### src/hdl/nv_host_regs.svh
// register offsets, fields and timing figures of the nvsram host controller
`ifndef NV_HOST_REGS_SVH
`define NV_HOST_REGS_SVH

// register byte offsets
`define NV_REG_CTRL      8'h00
`define NV_REG_ADDR      8'h04
`define NV_REG_WDATA     8'h08
`define NV_REG_RDATA     8'h0c
`define NV_REG_STATUS    8'h10
// fields
`define NV_CTRL_CMD_LSB  0
`define NV_CTRL_PERSIST  3
`define NV_STAT_BUSY     0
`define NV_STAT_PIN      1
`define NV_STAT_PULL     2
`define NV_STAT_READY    3
// reset values
`define NV_ADDR_RST      15'h0000
`define NV_BYTE_RST      8'h00
// bus answers
`define NV_RESP_OKAY     2'h0
`define NV_RESP_SLVERR   2'h2
// sequence addresses, lower 14 bits
`define NV_SEQ_A0        14'h0e38
`define NV_SEQ_A1        14'h31c7
`define NV_SEQ_A2        14'h03e0
`define NV_SEQ_A3        14'h3c1f
`define NV_SEQ_A4        14'h303f
`define NV_SEQ_STORE     14'h0fc0
`define NV_SEQ_RECALL    14'h0c63
`define NV_SEQ_SAVE_OFF  14'h0b45
`define NV_SEQ_SAVE_ON   14'h0b46
// times in ns and derived cycle counts
`define NV_CLK_NS            10
`define NV_T_ACCESS_NS       50
`define NV_T_STORE_REQ_NS    25000
`define NV_T_LOCKOUT_NS      20
`define NV_T_PWRUP_RECALL_NS 20000000
`define NV_T_SOFT_RECALL_NS  200
`define NV_T_STORE_CYCLE_NS  8000000
`define NV_CYC(t)        (((t) + `NV_CLK_NS - 1) / `NV_CLK_NS)
`define NV_SYNC_SLACK    3
`endif

### src/hdl/nv_host_pkg.sv
// types of the nvsram host controller
package nv_host_pkg;
  typedef enum logic [2:0] {
    CMD_NONE      = 3'h0,
    CMD_READ      = 3'h1,
    CMD_WRITE     = 3'h2,
    CMD_SW_STORE  = 3'h3,
    CMD_SW_RECALL = 3'h4,
    CMD_SAVE_OFF  = 3'h5,
    CMD_SAVE_ON   = 3'h6,
    CMD_PIN_STORE = 3'h7
  } cmd_t;

  typedef enum logic [2:0] {
    ST_POWERUP,
    ST_IDLE,
    ST_STROBE,
    ST_GAP,
    ST_PULL,
    ST_WAIT_MIN,
    ST_WAIT_HIGH,
    ST_LOCK
  } state_t;
endpackage

### src/hdl/nv_host_axi_regs.sv
// axi4-lite register file of the nvsram host controller
`timescale 1ns/100ps
`default_nettype none
`include "nv_host_regs.svh"
module nv_host_axi_regs (
  // clock and reset
  input  wire logic           sys_clk_i,
  input  wire logic           rst_b_i,
  // axi4-lite slave
  input  wire logic [7:0]     s_axi_awaddr_i,
  input  wire logic           s_axi_awvalid_i,
  output logic                s_axi_awready_o,
  input  wire logic [31:0]    s_axi_wdata_i,
  input  wire logic [3:0]     s_axi_wstrb_i,
  input  wire logic           s_axi_wvalid_i,
  output logic                s_axi_wready_o,
  output logic [1:0]          s_axi_bresp_o,
  output logic                s_axi_bvalid_o,
  input  wire logic           s_axi_bready_i,
  input  wire logic [7:0]     s_axi_araddr_i,
  input  wire logic           s_axi_arvalid_i,
  output logic                s_axi_arready_o,
  output logic [31:0]         s_axi_rdata_o,
  output logic [1:0]          s_axi_rresp_o,
  output logic                s_axi_rvalid_o,
  input  wire logic           s_axi_rready_i,
  // command to the sequencer
  output logic                cmd_valid_o,
  output nv_host_pkg::cmd_t   cmd_o,
  output logic                persist_o,
  output logic [14:0]         addr_o,
  output logic [7:0]          wdata_o,
  input  wire logic           cmd_take_i,
  // state from the sequencer
  input  wire logic [7:0]     rd_byte_i,
  input  wire logic [3:0]     status_i
);
  import nv_host_pkg::*;

  logic [7:0]  aw_addr;
  logic        aw_full;
  logic [31:0] w_data;
  logic [3:0]  w_strb;
  logic        w_full;

  ////////////////////////////////////////////////////////////////////////////
  // decode
  wire logic do_write = aw_full && w_full && !s_axi_bvalid_o;
  wire logic wr_ctrl  = do_write && aw_addr == `NV_REG_CTRL && w_strb[0];
  wire logic wr_addr  = do_write && aw_addr == `NV_REG_ADDR;
  wire logic wr_wdata = do_write && aw_addr == `NV_REG_WDATA && w_strb[0];
  wire logic wr_hit   = aw_addr == `NV_REG_CTRL || aw_addr == `NV_REG_ADDR ||
                        aw_addr == `NV_REG_WDATA;
  wire logic ar_take  = s_axi_arvalid_i && s_axi_arready_o;
  wire logic rd_hit   = s_axi_araddr_i == `NV_REG_CTRL ||
                        s_axi_araddr_i == `NV_REG_ADDR ||
                        s_axi_araddr_i == `NV_REG_WDATA ||
                        s_axi_araddr_i == `NV_REG_RDATA ||
                        s_axi_araddr_i == `NV_REG_STATUS;
  wire logic [31:0] rd_mux =
    s_axi_araddr_i == `NV_REG_CTRL   ? {28'h0000000, persist_o, cmd_o} :
    s_axi_araddr_i == `NV_REG_ADDR   ? {17'h00000, addr_o} :
    s_axi_araddr_i == `NV_REG_WDATA  ? {24'h000000, wdata_o} :
    s_axi_araddr_i == `NV_REG_RDATA  ? {24'h000000, rd_byte_i} :
    s_axi_araddr_i == `NV_REG_STATUS ? {28'h0000000, status_i} :
                                       32'h00000000;

  assign s_axi_awready_o = !aw_full;
  assign s_axi_wready_o  = !w_full;
  assign s_axi_arready_o = !s_axi_rvalid_o;

  ////////////////////////////////////////////////////////////////////////////
  // write channel capture and response
  always_ff @(posedge sys_clk_i or negedge rst_b_i)
  begin
    if (!rst_b_i)
    begin
      aw_full        <= 1'b0;
      w_full         <= 1'b0;
      aw_addr        <= 8'h00;
      w_data         <= 32'h00000000;
      w_strb         <= 4'h0;
      s_axi_bvalid_o <= 1'b0;
      s_axi_bresp_o  <= `NV_RESP_OKAY;
    end
    else
    begin
      if (s_axi_awvalid_i && !aw_full)
      begin
        aw_full <= 1'b1;
        aw_addr <= s_axi_awaddr_i;
      end
      if (s_axi_wvalid_i && !w_full)
      begin
        w_full <= 1'b1;
        w_data <= s_axi_wdata_i;
        w_strb <= s_axi_wstrb_i;
      end
      if (do_write)
      begin
        aw_full        <= 1'b0;
        w_full         <= 1'b0;
        s_axi_bvalid_o <= 1'b1;
        s_axi_bresp_o  <= wr_hit ? `NV_RESP_OKAY : `NV_RESP_SLVERR;
      end
      else if (s_axi_bready_i)
        s_axi_bvalid_o <= 1'b0;
    end
  end

  ////////////////////////////////////////////////////////////////////////////
  // registers; a command write while one is pending is dropped
  always_ff @(posedge sys_clk_i or negedge rst_b_i)
  begin
    if (!rst_b_i)
    begin
      cmd_valid_o <= 1'b0;
      cmd_o       <= CMD_NONE;
      persist_o   <= 1'b0;
      addr_o      <= `NV_ADDR_RST;
      wdata_o     <= `NV_BYTE_RST;
    end
    else
    begin
      if (cmd_take_i)
        cmd_valid_o <= 1'b0;
      else if (wr_ctrl && !cmd_valid_o)
      begin
        cmd_valid_o <= 1'b1;
        cmd_o       <= cmd_t'(w_data[`NV_CTRL_CMD_LSB +: 3]);
        persist_o   <= w_data[`NV_CTRL_PERSIST];
      end
      if (wr_addr && w_strb[0])
        addr_o[7:0] <= w_data[7:0];
      if (wr_addr && w_strb[1])
        addr_o[14:8] <= w_data[14:8];
      if (wr_wdata)
        wdata_o <= w_data[7:0];
    end
  end

  ////////////////////////////////////////////////////////////////////////////
  // read channel
  always_ff @(posedge sys_clk_i or negedge rst_b_i)
  begin
    if (!rst_b_i)
    begin
      s_axi_rvalid_o <= 1'b0;
      s_axi_rdata_o  <= 32'h00000000;
      s_axi_rresp_o  <= `NV_RESP_OKAY;
    end
    else if (ar_take)
    begin
      s_axi_rvalid_o <= 1'b1;
      s_axi_rdata_o  <= rd_mux;
      s_axi_rresp_o  <= rd_hit ? `NV_RESP_OKAY : `NV_RESP_SLVERR;
    end
    else if (s_axi_rready_i)
      s_axi_rvalid_o <= 1'b0;
  end
endmodule
`default_nettype wire

### src/hdl/nv_store_recall_control.sv
// host-side sequencer driving an nvsram over its async pins
//
// Added by the designer: register access over AXI4-Lite and the address map.
`timescale 1ns/100ps
`default_nettype none
`include "nv_host_regs.svh"
module nv_store_recall_control #(
  parameter int unsigned ACC_CYC    = `NV_CYC(`NV_T_ACCESS_NS),
  parameter int unsigned REQ_CYC    = `NV_CYC(`NV_T_STORE_REQ_NS),
  parameter int unsigned LOCK_CYC   = `NV_CYC(`NV_T_LOCKOUT_NS),
  parameter int unsigned PWRUP_CYC  = `NV_CYC(`NV_T_PWRUP_RECALL_NS),
  parameter int unsigned RECALL_CYC = `NV_CYC(`NV_T_SOFT_RECALL_NS),
  parameter int unsigned STORE_CYC  = `NV_CYC(`NV_T_STORE_CYCLE_NS)
) (
  // clock and reset
  input  wire logic           sys_clk_i,
  input  wire logic           rst_b_i,
  // axi4-lite slave
  input  wire logic [7:0]     s_axi_awaddr_i,
  input  wire logic           s_axi_awvalid_i,
  output logic                s_axi_awready_o,
  input  wire logic [31:0]    s_axi_wdata_i,
  input  wire logic [3:0]     s_axi_wstrb_i,
  input  wire logic           s_axi_wvalid_i,
  output logic                s_axi_wready_o,
  output logic [1:0]          s_axi_bresp_o,
  output logic                s_axi_bvalid_o,
  input  wire logic           s_axi_bready_i,
  input  wire logic [7:0]     s_axi_araddr_i,
  input  wire logic           s_axi_arvalid_i,
  output logic                s_axi_arready_o,
  output logic [31:0]         s_axi_rdata_o,
  output logic [1:0]          s_axi_rresp_o,
  output logic                s_axi_rvalid_o,
  input  wire logic           s_axi_rready_i,
  // memory bus
  output logic [14:0]         mem_addr_o,
  output logic                mem_ce_n_o,
  output logic                mem_oe_n_o,
  output logic                mem_we_n_o,
  input  wire logic [7:0]     mem_dq_i,
  output logic [7:0]          mem_dq_o,
  output logic                mem_dq_oe_o,
  // open-drain busy pin
  input  wire logic           store_busy_n_i,
  output logic                store_busy_n_o,
  output logic                store_busy_n_oe_o
);
  import nv_host_pkg::*;

  state_t      state;
  cmd_t        op;
  logic [31:0] cnt;
  logic [2:0]  step;
  logic        in_seq;
  logic        chain;
  logic        ready;
  logic [7:0]  rd_byte;
  logic [1:0]  busy_sy;
  logic [7:0]  dq_s1;
  logic [7:0]  dq_s2;
  logic        cmd_valid;
  cmd_t        cmd;
  logic        persist;
  logic [14:0] reg_addr;
  logic [7:0]  reg_wdata;

  ////////////////////////////////////////////////////////////////////////////
  // helpers
  function automatic logic [31:0] cyc_m1(input int unsigned n);
    cyc_m1 = (n == 0) ? 32'h00000000 : 32'(n - 1);
  endfunction

  // bit 14 held low; the device matches only the lower 14 bits
  function automatic logic [14:0] seq_addr(input logic [2:0] s,
                                           input cmd_t c);
    logic [13:0] a;
    a = `NV_SEQ_A0;
    case (s)
      3'h0: a = `NV_SEQ_A0;
      3'h1: a = `NV_SEQ_A1;
      3'h2: a = `NV_SEQ_A2;
      3'h3: a = `NV_SEQ_A3;
      3'h4: a = `NV_SEQ_A4;
      default:
        case (c)
          CMD_SW_RECALL: a = `NV_SEQ_RECALL;
          CMD_SAVE_OFF:  a = `NV_SEQ_SAVE_OFF;
          CMD_SAVE_ON:   a = `NV_SEQ_SAVE_ON;
          default:       a = `NV_SEQ_STORE;
        endcase
    endcase
    seq_addr = {1'b0, a};
  endfunction

  // wait after the sixth read before polling the busy pin
  function automatic logic [31:0] op_wait(input cmd_t c);
    case (c)
      CMD_SW_STORE:  op_wait = cyc_m1(STORE_CYC);
      CMD_SW_RECALL: op_wait = cyc_m1(RECALL_CYC);
      default:       op_wait = cyc_m1(`NV_SYNC_SLACK);
    endcase
  endfunction

  ////////////////////////////////////////////////////////////////////////////
  // pin synchronisers
  always_ff @(posedge sys_clk_i or negedge rst_b_i)
  begin
    if (!rst_b_i)
    begin
      busy_sy <= 2'h3;
      dq_s1   <= 8'h00;
      dq_s2   <= 8'h00;
    end
    else
    begin
      busy_sy <= {busy_sy[0], store_busy_n_i};
      dq_s1   <= mem_dq_i;
      dq_s2   <= dq_s1;
    end
  end

  ////////////////////////////////////////////////////////////////////////////
  // decode
  wire logic busy_high = busy_sy[1];
  wire logic cnt_done  = cnt == 32'h00000000;
  // no access starts while the pin is low
  wire logic cmd_take  = state == ST_IDLE && cmd_valid && busy_high;
  wire logic is_seq    = cmd == CMD_SW_STORE || cmd == CMD_SW_RECALL ||
                         cmd == CMD_SAVE_OFF || cmd == CMD_SAVE_ON;
  wire logic is_acc    = cmd == CMD_READ || cmd == CMD_WRITE;
  wire logic [31:0] strobe_len = cyc_m1(ACC_CYC + `NV_SYNC_SLACK);
  wire logic [3:0] status = {ready, store_busy_n_oe_o, busy_high,
                             state != ST_IDLE || cmd_valid};

  ////////////////////////////////////////////////////////////////////////////
  // sequencer
  always_ff @(posedge sys_clk_i or negedge rst_b_i)
  begin
    if (!rst_b_i)
    begin
      state             <= ST_POWERUP;
      cnt               <= cyc_m1(PWRUP_CYC);
      op                <= CMD_NONE;
      step              <= 3'h0;
      in_seq            <= 1'b0;
      chain             <= 1'b0;
      ready             <= 1'b0;
      rd_byte           <= `NV_BYTE_RST;
      mem_addr_o        <= `NV_ADDR_RST;
      mem_ce_n_o        <= 1'b1;
      mem_oe_n_o        <= 1'b1;
      mem_we_n_o        <= 1'b1;
      mem_dq_o          <= `NV_BYTE_RST;
      mem_dq_oe_o       <= 1'b0;
      store_busy_n_oe_o <= 1'b0;
    end
    else
    begin
      if (!cnt_done)
        cnt <= cnt - 32'h00000001;
      case (state)
        // device restores at power-up with the pin low
        ST_POWERUP:
          if (cnt_done)
            state <= ST_WAIT_HIGH;
        ST_IDLE:
          if (cmd_take)
          begin
            op     <= cmd;
            in_seq <= is_seq;
            step   <= 3'h0;
            chain  <= persist && (cmd == CMD_SAVE_OFF ||
                                  cmd == CMD_SAVE_ON);
            if (is_acc || is_seq)
            begin
              state       <= ST_STROBE;
              cnt         <= strobe_len;
              mem_addr_o  <= is_seq ? seq_addr(3'h0, cmd) : reg_addr;
              mem_ce_n_o  <= 1'b0;
              mem_oe_n_o  <= cmd == CMD_WRITE;
              mem_we_n_o  <= cmd != CMD_WRITE;
              mem_dq_o    <= reg_wdata;
              mem_dq_oe_o <= cmd == CMD_WRITE;
            end
            else if (cmd == CMD_PIN_STORE)
            begin
              state             <= ST_PULL;
              cnt               <= cyc_m1(REQ_CYC);
              store_busy_n_oe_o <= 1'b1;
            end
          end
        ST_STROBE:
          if (cnt_done)
          begin
            state       <= ST_GAP;
            mem_ce_n_o  <= 1'b1;
            mem_oe_n_o  <= 1'b1;
            mem_we_n_o  <= 1'b1;
            mem_dq_oe_o <= 1'b0;
            // the sixth read floats, so sequence reads are not kept
            if (op == CMD_READ)
              rd_byte <= dq_s2;
          end
        // one idle cycle splits strobes; nothing else fits in here
        ST_GAP:
          if (in_seq && step != 3'h5)
          begin
            state      <= ST_STROBE;
            step       <= step + 3'h1;
            cnt        <= strobe_len;
            mem_addr_o <= seq_addr(step + 3'h1, op);
            mem_ce_n_o <= 1'b0;
            mem_oe_n_o <= 1'b0;
          end
          else if (in_seq)
          begin
            state <= ST_WAIT_MIN;
            cnt   <= op_wait(op);
          end
          else
            state <= ST_IDLE;
        // release after the request delay; device then holds it only if it has unsaved data
        ST_PULL:
          if (cnt_done)
          begin
            store_busy_n_oe_o <= 1'b0;
            state             <= ST_WAIT_MIN;
            cnt               <= cyc_m1(`NV_SYNC_SLACK);
          end
        ST_WAIT_MIN:
          if (cnt_done)
            state <= ST_WAIT_HIGH;
        // whole save runs with the pin low
        ST_WAIT_HIGH:
          if (busy_high)
          begin
            state <= ST_LOCK;
            cnt   <= cyc_m1(LOCK_CYC);
          end
        ST_LOCK:
          if (cnt_done)
          begin
            ready <= 1'b1;
            if (chain)
            begin
              // new enable setting is kept only by a save
              chain      <= 1'b0;
              op         <= CMD_SW_STORE;
              in_seq     <= 1'b1;
              step       <= 3'h0;
              state      <= ST_STROBE;
              cnt        <= strobe_len;
              mem_addr_o <= seq_addr(3'h0, CMD_SW_STORE);
              mem_ce_n_o <= 1'b0;
              mem_oe_n_o <= 1'b0;
            end
            else
              state <= ST_IDLE;
          end
        default:
          state <= ST_IDLE;
      endcase
    end
  end

  // open drain: only ever pulls low
  assign store_busy_n_o = 1'b0;

  ////////////////////////////////////////////////////////////////////////////
  // register file
  nv_host_axi_regs u_regs (
    .sys_clk_i       (sys_clk_i),
    .rst_b_i         (rst_b_i),
    .s_axi_awaddr_i  (s_axi_awaddr_i),
    .s_axi_awvalid_i (s_axi_awvalid_i),
    .s_axi_awready_o (s_axi_awready_o),
    .s_axi_wdata_i   (s_axi_wdata_i),
    .s_axi_wstrb_i   (s_axi_wstrb_i),
    .s_axi_wvalid_i  (s_axi_wvalid_i),
    .s_axi_wready_o  (s_axi_wready_o),
    .s_axi_bresp_o   (s_axi_bresp_o),
    .s_axi_bvalid_o  (s_axi_bvalid_o),
    .s_axi_bready_i  (s_axi_bready_i),
    .s_axi_araddr_i  (s_axi_araddr_i),
    .s_axi_arvalid_i (s_axi_arvalid_i),
    .s_axi_arready_o (s_axi_arready_o),
    .s_axi_rdata_o   (s_axi_rdata_o),
    .s_axi_rresp_o   (s_axi_rresp_o),
    .s_axi_rvalid_o  (s_axi_rvalid_o),
    .s_axi_rready_i  (s_axi_rready_i),
    .cmd_valid_o     (cmd_valid),
    .cmd_o           (cmd),
    .persist_o       (persist),
    .addr_o          (reg_addr),
    .wdata_o         (reg_wdata),
    .cmd_take_i      (cmd_take),
    .rd_byte_i       (rd_byte),
    .status_i        (status)
  );
endmodule
`default_nettype wire

### config.mk
export PLATFORM = sky130hd
export DESIGN_NAME = nv_store_recall_control
export DESIGN_NICKNAME = d
export VERILOG_FILES = /design/src/hdl/nv_host_pkg.sv /design/src/hdl/nv_host_axi_regs.sv /design/src/hdl/nv_store_recall_control.sv
export VERILOG_INCLUDE_DIRS = /design/src /design/src/hdl
export SDC_FILE = /design/constraint.sdc
export NUM_CORES = 1
export LEC_CHECK = 0
export BUFFER_PORTS_ARGS = -buffer_cell sky130_fd_sc_hd__buf_4
export CAP_MARGIN = 20
export CORE_AREA = 2 2 178 128
export CTS_BUF_LIST = sky130_fd_sc_hd__clkbuf_16
export DETAILED_ROUTE_END_ITERATION = 16
export DIE_AREA = 0 0 180 130
export GPL_TIMING_DRIVEN = 1
export PLACE_DENSITY_LB_ADDON = 0.2
export SKIP_CTS_REPAIR_TIMING = 1
export SYNTH_ARGS = -nofsm -noshare
export SYNTH_HDL_FRONTEND = slang
export SYNTH_SLANG_ARGS = --single-unit
### constraint.sdc
create_clock -name sys_clk_i -period 8.75 [get_ports sys_clk_i]
set_input_delay 0.4375 -clock sys_clk_i [delete_from_list [all_inputs] [get_ports sys_clk_i]]
set_output_delay 0.4375 -clock sys_clk_i [all_outputs]
set_load 0.01 [all_outputs]
# After elaboration in Yosys (flattened, before gate mapping)
# Index checks and enable logic that the tools add are counted.
[op_classes]
n_addsub = 2
n_eq_ne = 44
mux = 84
n_bitwise = 1
reduce_logical = 63
[op_table]
columns = ["op", "count"]
rows = [
  ["2-to-1 mux 32 bit", 14],
  ["case mux 32 bit (5 select lines)", 1],
  ["2-to-1 mux 15 bit", 6],
  ["case mux 14 bit (5 select lines)", 1],
  ["2-to-1 mux 3 bit", 17],
  ["case mux 15 bit (3 select lines)", 1],
  ["case mux 20 bit (2 select lines)", 1],
  ["equality test 3 bit (second input constant)", 12],
  ["case mux 11 bit (3 select lines)", 1],
  ["zero test 32 bit", 1],
  ["subtractor 32 x 1 -> 32 bit (second input constant)", 1],
  ["2-to-1 mux 1 bit", 28],
  ["equality test 8 x 4 -> 1 bit (second input constant)", 3],
  ["equality test 3 x 2 -> 1 bit (second input constant)", 7],
  ["case mux 3 bit (7 select lines)", 1],
  ["logical AND 1 bit", 17],
  ["equality test 8 x 3 -> 1 bit (second input constant)", 2],
  ["zero test 8 bit", 2],
  ["inequality test 2 bit (second input constant)", 8],
  ["nonzero test 2 bit", 8],
  ["AND reduction 7 bit", 2],
  ["logical OR 1 bit", 13],
  ["equality test 3 x 1 -> 1 bit (second input constant)", 4],
  ["case mux 1 bit (2 select lines)", 5],
  ["other kinds (22)", 38],
]
[word_totals]
regBits = 191
input_bits = 68
out_inout_bits = 70
word_cells = 228

# Depth between registers and ports, before layout
[logic_depth]
depth_word = 8
ltp_mapped = 12
mapped_depth_nobuf = 12

# Modules after synthesis
# Synthesis repeated with hierarchy kept, for this count alone.
[hier_totals]
hier_cells = 807
area_unflattened_um2 = 8524.4
[modules_own_cells]
columns = ["mod", "n_inst", "cells_each", "area_each_um2"]
rows = [
  ["nv_store_recall_control", 1, 541, 5191.2],
  ["nv_host_axi_regs", 1, 266, 3333.2],
]

# Worst setup path after synthesis
# Ideal clock, no wire load.
[synth_timing]
path_type = "flip-flop to flip-flop"
start = "register cnt[0]"
end = "register cnt[0]"
setup_ns = 0.082
arrival_time_ns = 3.197
t_required_ns = 8.668
path_slack_ns = 5.471
path_stages_with_launch = 13
period_less_slack_ns = 3.279
path_cell_list = "dfstp_2 -> inv_1 -> ha_1 -> or4b_2 -> or4_4 -> nor3_4 -> clkinv_1 -> ha_1 -> inv_1 -> o31ai_1 -> o22a_1 -> o21ai_0 -> a211o_1"
[synth_via]
elab_chain_len = 6
[synth_rtl]
columns = ["element", "line", "source"]
rows = [
  ["start, declared", "nv_store_recall_control.sv:53", "logic [31:0] cnt;"],
  ["start signal, assigned", "nv_store_recall_control.sv:143", "cnt <= cyc_m1(PWRUP_CYC);"],
  ["start signal, assigned", "nv_store_recall_control.sv:161", "cnt <= cnt - 32'h00000001;"],
  ["start signal, assigned", "nv_store_recall_control.sv:178", "cnt <= strobe_len;"],
  ["subtractor 32 x 1 -> 32 bit or zero test 32 bit (tied branches)", "nv_store_recall_control.sv:161, nv_store_recall_control.sv:126", ""],
  ["2-to-1 mux 32 bit", "nv_store_recall_control.sv:160", "if (!cnt_done)"],
  ["2-to-1 mux 32 bit", "nv_store_recall_control.sv:186", "else if (cmd == CMD_PIN_STORE)"],
  ["2-to-1 mux 32 bit", "nv_store_recall_control.sv:175", "if (is_acc || is_seq)"],
  ["2-to-1 mux 32 bit", "nv_store_recall_control.sv:168", "if (cmd_take)"],
  ["case mux 32 bit (5 select lines) *", "nv_store_recall_control.sv:162", "case (state)"],
]
# Every way passes the cells marked *; elsewhere a longest branch is shown, timed or not.
# A chain may end at the register's enable or synchronous reset.

# Worst setup path in the final report
# Ends and elaborated chain as after synthesis.

==> qor_table.md <==
| Result | Value | Unit |
| --- | --- | --- |
| Average wire length per cell after detail routing | 18.2 | um |
| Status | completed | - |
| Minimum period implied by the final worst setup slack | 4.31 | ns |
| Largest net degree at the start of global routing | 98 | - |
| Maximum ir drop on the vdd rail | 0.000153 | V |
| Cells taking the most area after synthesis | dfrtp_1, mux2_2, dfstp_2, a21oi_1, nor2_1 | - |
| Starting Density | 38.9 | % |
| Number of global-route vias before repair | 6047 | - |
| Arr. time, crit path | 4.68 | ns |
| Initial antenna violation count | 0 | - |
| Area added between synthesis and finish | 17.7 | % |
| Per-instance average area after synthesis | 10.8 | um2 |
| Maximum buffer depth of the clock tree | 2 | - |
| Area of all sequential standard cells | 0.00433 | mm2 |
| Final worst-path cycle share | 49.3 | % |
| Number of CTS-inserted buffers | 17 | - |
| Ys flop type | dfrtp_1 | - |
| Mapped Area | 0.00853 | mm2 |
| NumNets Final | 947 | - |
| Crit path kind | reg2reg | - |
| Total negative slack | 0 | ns |
| Area of the multi-input gates | 0.00385 | mm2 |
| H-tree lvl count | 4 | - |
| DR vias/cell | 5.44 | - |
| Count of different cell masters after synthesis | 73 | - |
| HPWL Detailed | 15200 | um |
| Proportion of synthesized chip area in sequential cells | 50.7 | % |
| Commonest cells in the synthesized netlist | dfrtp_1, mux2_2, a21oi_1 | - |
| Proportion of register bits with asynchronous set or reset after synthesis | 100 | % |
| Most common cell in the netlist | dfrtp_1 | - |
| Cell count after synthesis | 792 | - |
| Pre-Repair DR Iteration Count | 5 | - |
| Final-layout fill cell count | 2141 | - |
| Final setup violation count | 0 | - |
| Pin slew with the least headroom to its limit | 1.06 | ns |
| Startpoint Class | register | - |
| Required time at the worst-slack endpoint | 9.12 | ns |
| Detailed router's first-iteration violation count | 559 | - |
| Remaining DRCs | 0 | - |
| Residual overflow from global routing | 0 | - |
| Ratio of cells with drive above 1 in the final layout | 28.8 | % |
| Clock latency on the worst-skew pair | 0.44 | ns |
| Total Die Area | 0.0234 | mm2 |
| Worst min path class | in2async | - |
| Maximum capacitance violations | 0 | - |
| Ant diodes | 0 | - |
| Post-placement setup slack | 4.48 | ns |
| Core area | 0.0219 | mm2 |
| Delay of the slowest cell on the worst path | 0.62 | ns |
| CTS tree | built | - |
| Yosys warning count | 0 | - |
| Vertical extent of the die | 130 | um |
| Clock sink count | 172 | - |
| Clk root buf | clkbuf_16 | - |
| Placer Congestion | 0.868 | - |
| Top cell type by total area after synthesis | dfrtp_1 | - |
| Post-route core utilization | 45.8 | % |
| Post-detailed-placement cell area | 0.00943 | mm2 |
| I/O pin count | 138 | - |
| Worst-path fanout max | 20 | - |
| Clock-pin slew of the registers on the worst-case setup and hold paths | 0.07 | ns |
| Crit-path slowest cell | nor3_4 | - |
| Total via count in the routed design | 6381 | - |
| Power density relative to cell area | 320 | mW/mm2 |
| Cell Rows | 46 | - |
| Worst setup EP type | register | - |
| Number of synthesized register bits | 172 | - |
| Post-route cell area | 0.0100 | mm2 |
| Antenna violation net count after detailed routing | 0 | - |
| Min setup slack post-route | 4.44 | ns |
| Max Freq | 232 | MHz |
| Setup repair after global routing missed its margin | false | - |
| Largest clock skew in the final design | 0.00799 | ns |
| Yosys top cell area share | 45.2 | % |
| Die width | 180 | um |
| Cell chain of the critical path | inv_1 > ha_1 > or4b_2 > or4_4 > nor3_4 > clkinv_1 > ha_1 > inv_1 > o31ai_1 > o22a_1 > o21ai_0 > a211o_1 | - |
| Max-Slew Margin vs Limit | 29.4 | % |
| EDFF count, synth | 0 | - |
| Pwr Total | 3.22 | mW |
| GRT Resource Usage Total | 19.0 | % |
| Reported leakage power | 4.52 | nW |
| Number of hold violations in the final report | 0 | - |
| IO Port Bufs | 98 | - |
| Sum of routed wire length over all layers | 21300 | um |
| Pins over their slew limit | 0 | - |
| First-pass GRT wire length | 34600 | um |
-- area by class of cell --
cell class	count	share of cell area [%]
clock buffers	17	4.23
clock inverters	15	1.88
inverters	25	0.934
multi-input cells	548	38.3
flip-flops and latches	172	43.1
well taps	288	3.59
repair buffers	107	8.01
-- cell families (layout without fill, tap and decap cells) --
group                      Yosys count  after routing  share of synthesized area (%)
other                                1             20                         0.0440
xor gates and xnor gates            17             17                           1.75
adders and majority gates            8              8                           1.17
muxes                               92             92                           12.0
DFF                                172            172                           50.7
AOI/OAI and AO/OA                  182            182                           14.4
and+or+nand+nor                    229            229                           14.8
buffers and inverters               91            164                           5.09
-- flip-flops by register name (all words and copies together) (netlist names), 8 cells and up --
signal                cells
mem_dq_o                  8
dq_s2                     8
u_regs.addr_o            15
u_regs.wdata_o            8
cnt                      32
u_regs.w_data            15
u_regs.aw_addr            8
rd_byte                   8
mem_addr_o               15
dq_s1                     8
u_regs.s_axi_rdata_o     15
-- power breakdown --
part | switching, mW | internal, mW
clock network | 0.346 | 0.455
registers | 0.185 | 1.02
logic | 0.716 | 0.494
total | 1.25 | 1.97
-- through the flow --
step | instances | hold slack [ns]
2_1_floorplan | 811 | 0.142
3_3_place_gp | 1139 | 0.333
3_5_place_dp | 1140 | 0.335
4_1_cts | 1172 | 0.0839
5_1_grt | 1172 | 0.0796
6_report | 1172 | 0.0711
-- critical path: cells and delay by family (launching register included) --
| family | cells | cell delay (ns) |
|---|---|---|
| AO/OA/AOI/OAI | 4 | 0.77 |
| adder cells (fa/ha/maj) | 2 | 0.60 |
| buffers and inverters | 3 | 0.68 |
| flip-flops | 1 | 0.37 |
| AND/OR/NAND/NOR | 3 | 1.81 |
-- cells in the final DEF (no fill, tap or decap), drive strengths merged, types with 4 or more instances in the layout --
master	count
mux2i	10
nand3b	7
or4	14
nor2	48
nor3	22
ha	8
nand2	38
o31ai	14
inv	30
dfrtp	154
nand3	16
nand2b	6
a21o	4
a31oi	5
buf	107
nand4	8
nor3b	5
mux2	82
a22oi	8
or3	17
nor2b	11
a21oi	53
dfstp	18
a211oi	8
a22o	10
conb	20
and3	10
o211ai	9
xor2	15
o21ai	31
nor4	9
clkbuf	17
clkinvlp	4
-- metal layers --
metal  GRT usage (%)  wire, um
met5               0         0
met4            5.31       256
met3            4.97      1250
met2            24.6      8180
met1            30.5     11600
-- final timing paths --
path,from,endpoint,slack [ns],depth (start not counted)
setup / recovery,cnt[0],cnt[0],4.44,12
min in group sys_clk_i,mem_dq_i[7],dq_s1[7],0.10,1
setup reg to reg,cnt[0],cnt[0],4.44,12
hold reg to reg,dq_s1[4],dq_s2[4],0.35,0
max in group asynchronous,rst_b_i,u_regs.s_axi_rdata_o[0],7.16,2
hold / removal,rst_b_i,u_regs.w_data[12],0.07,1
Power figures use the tool's default switching activity.
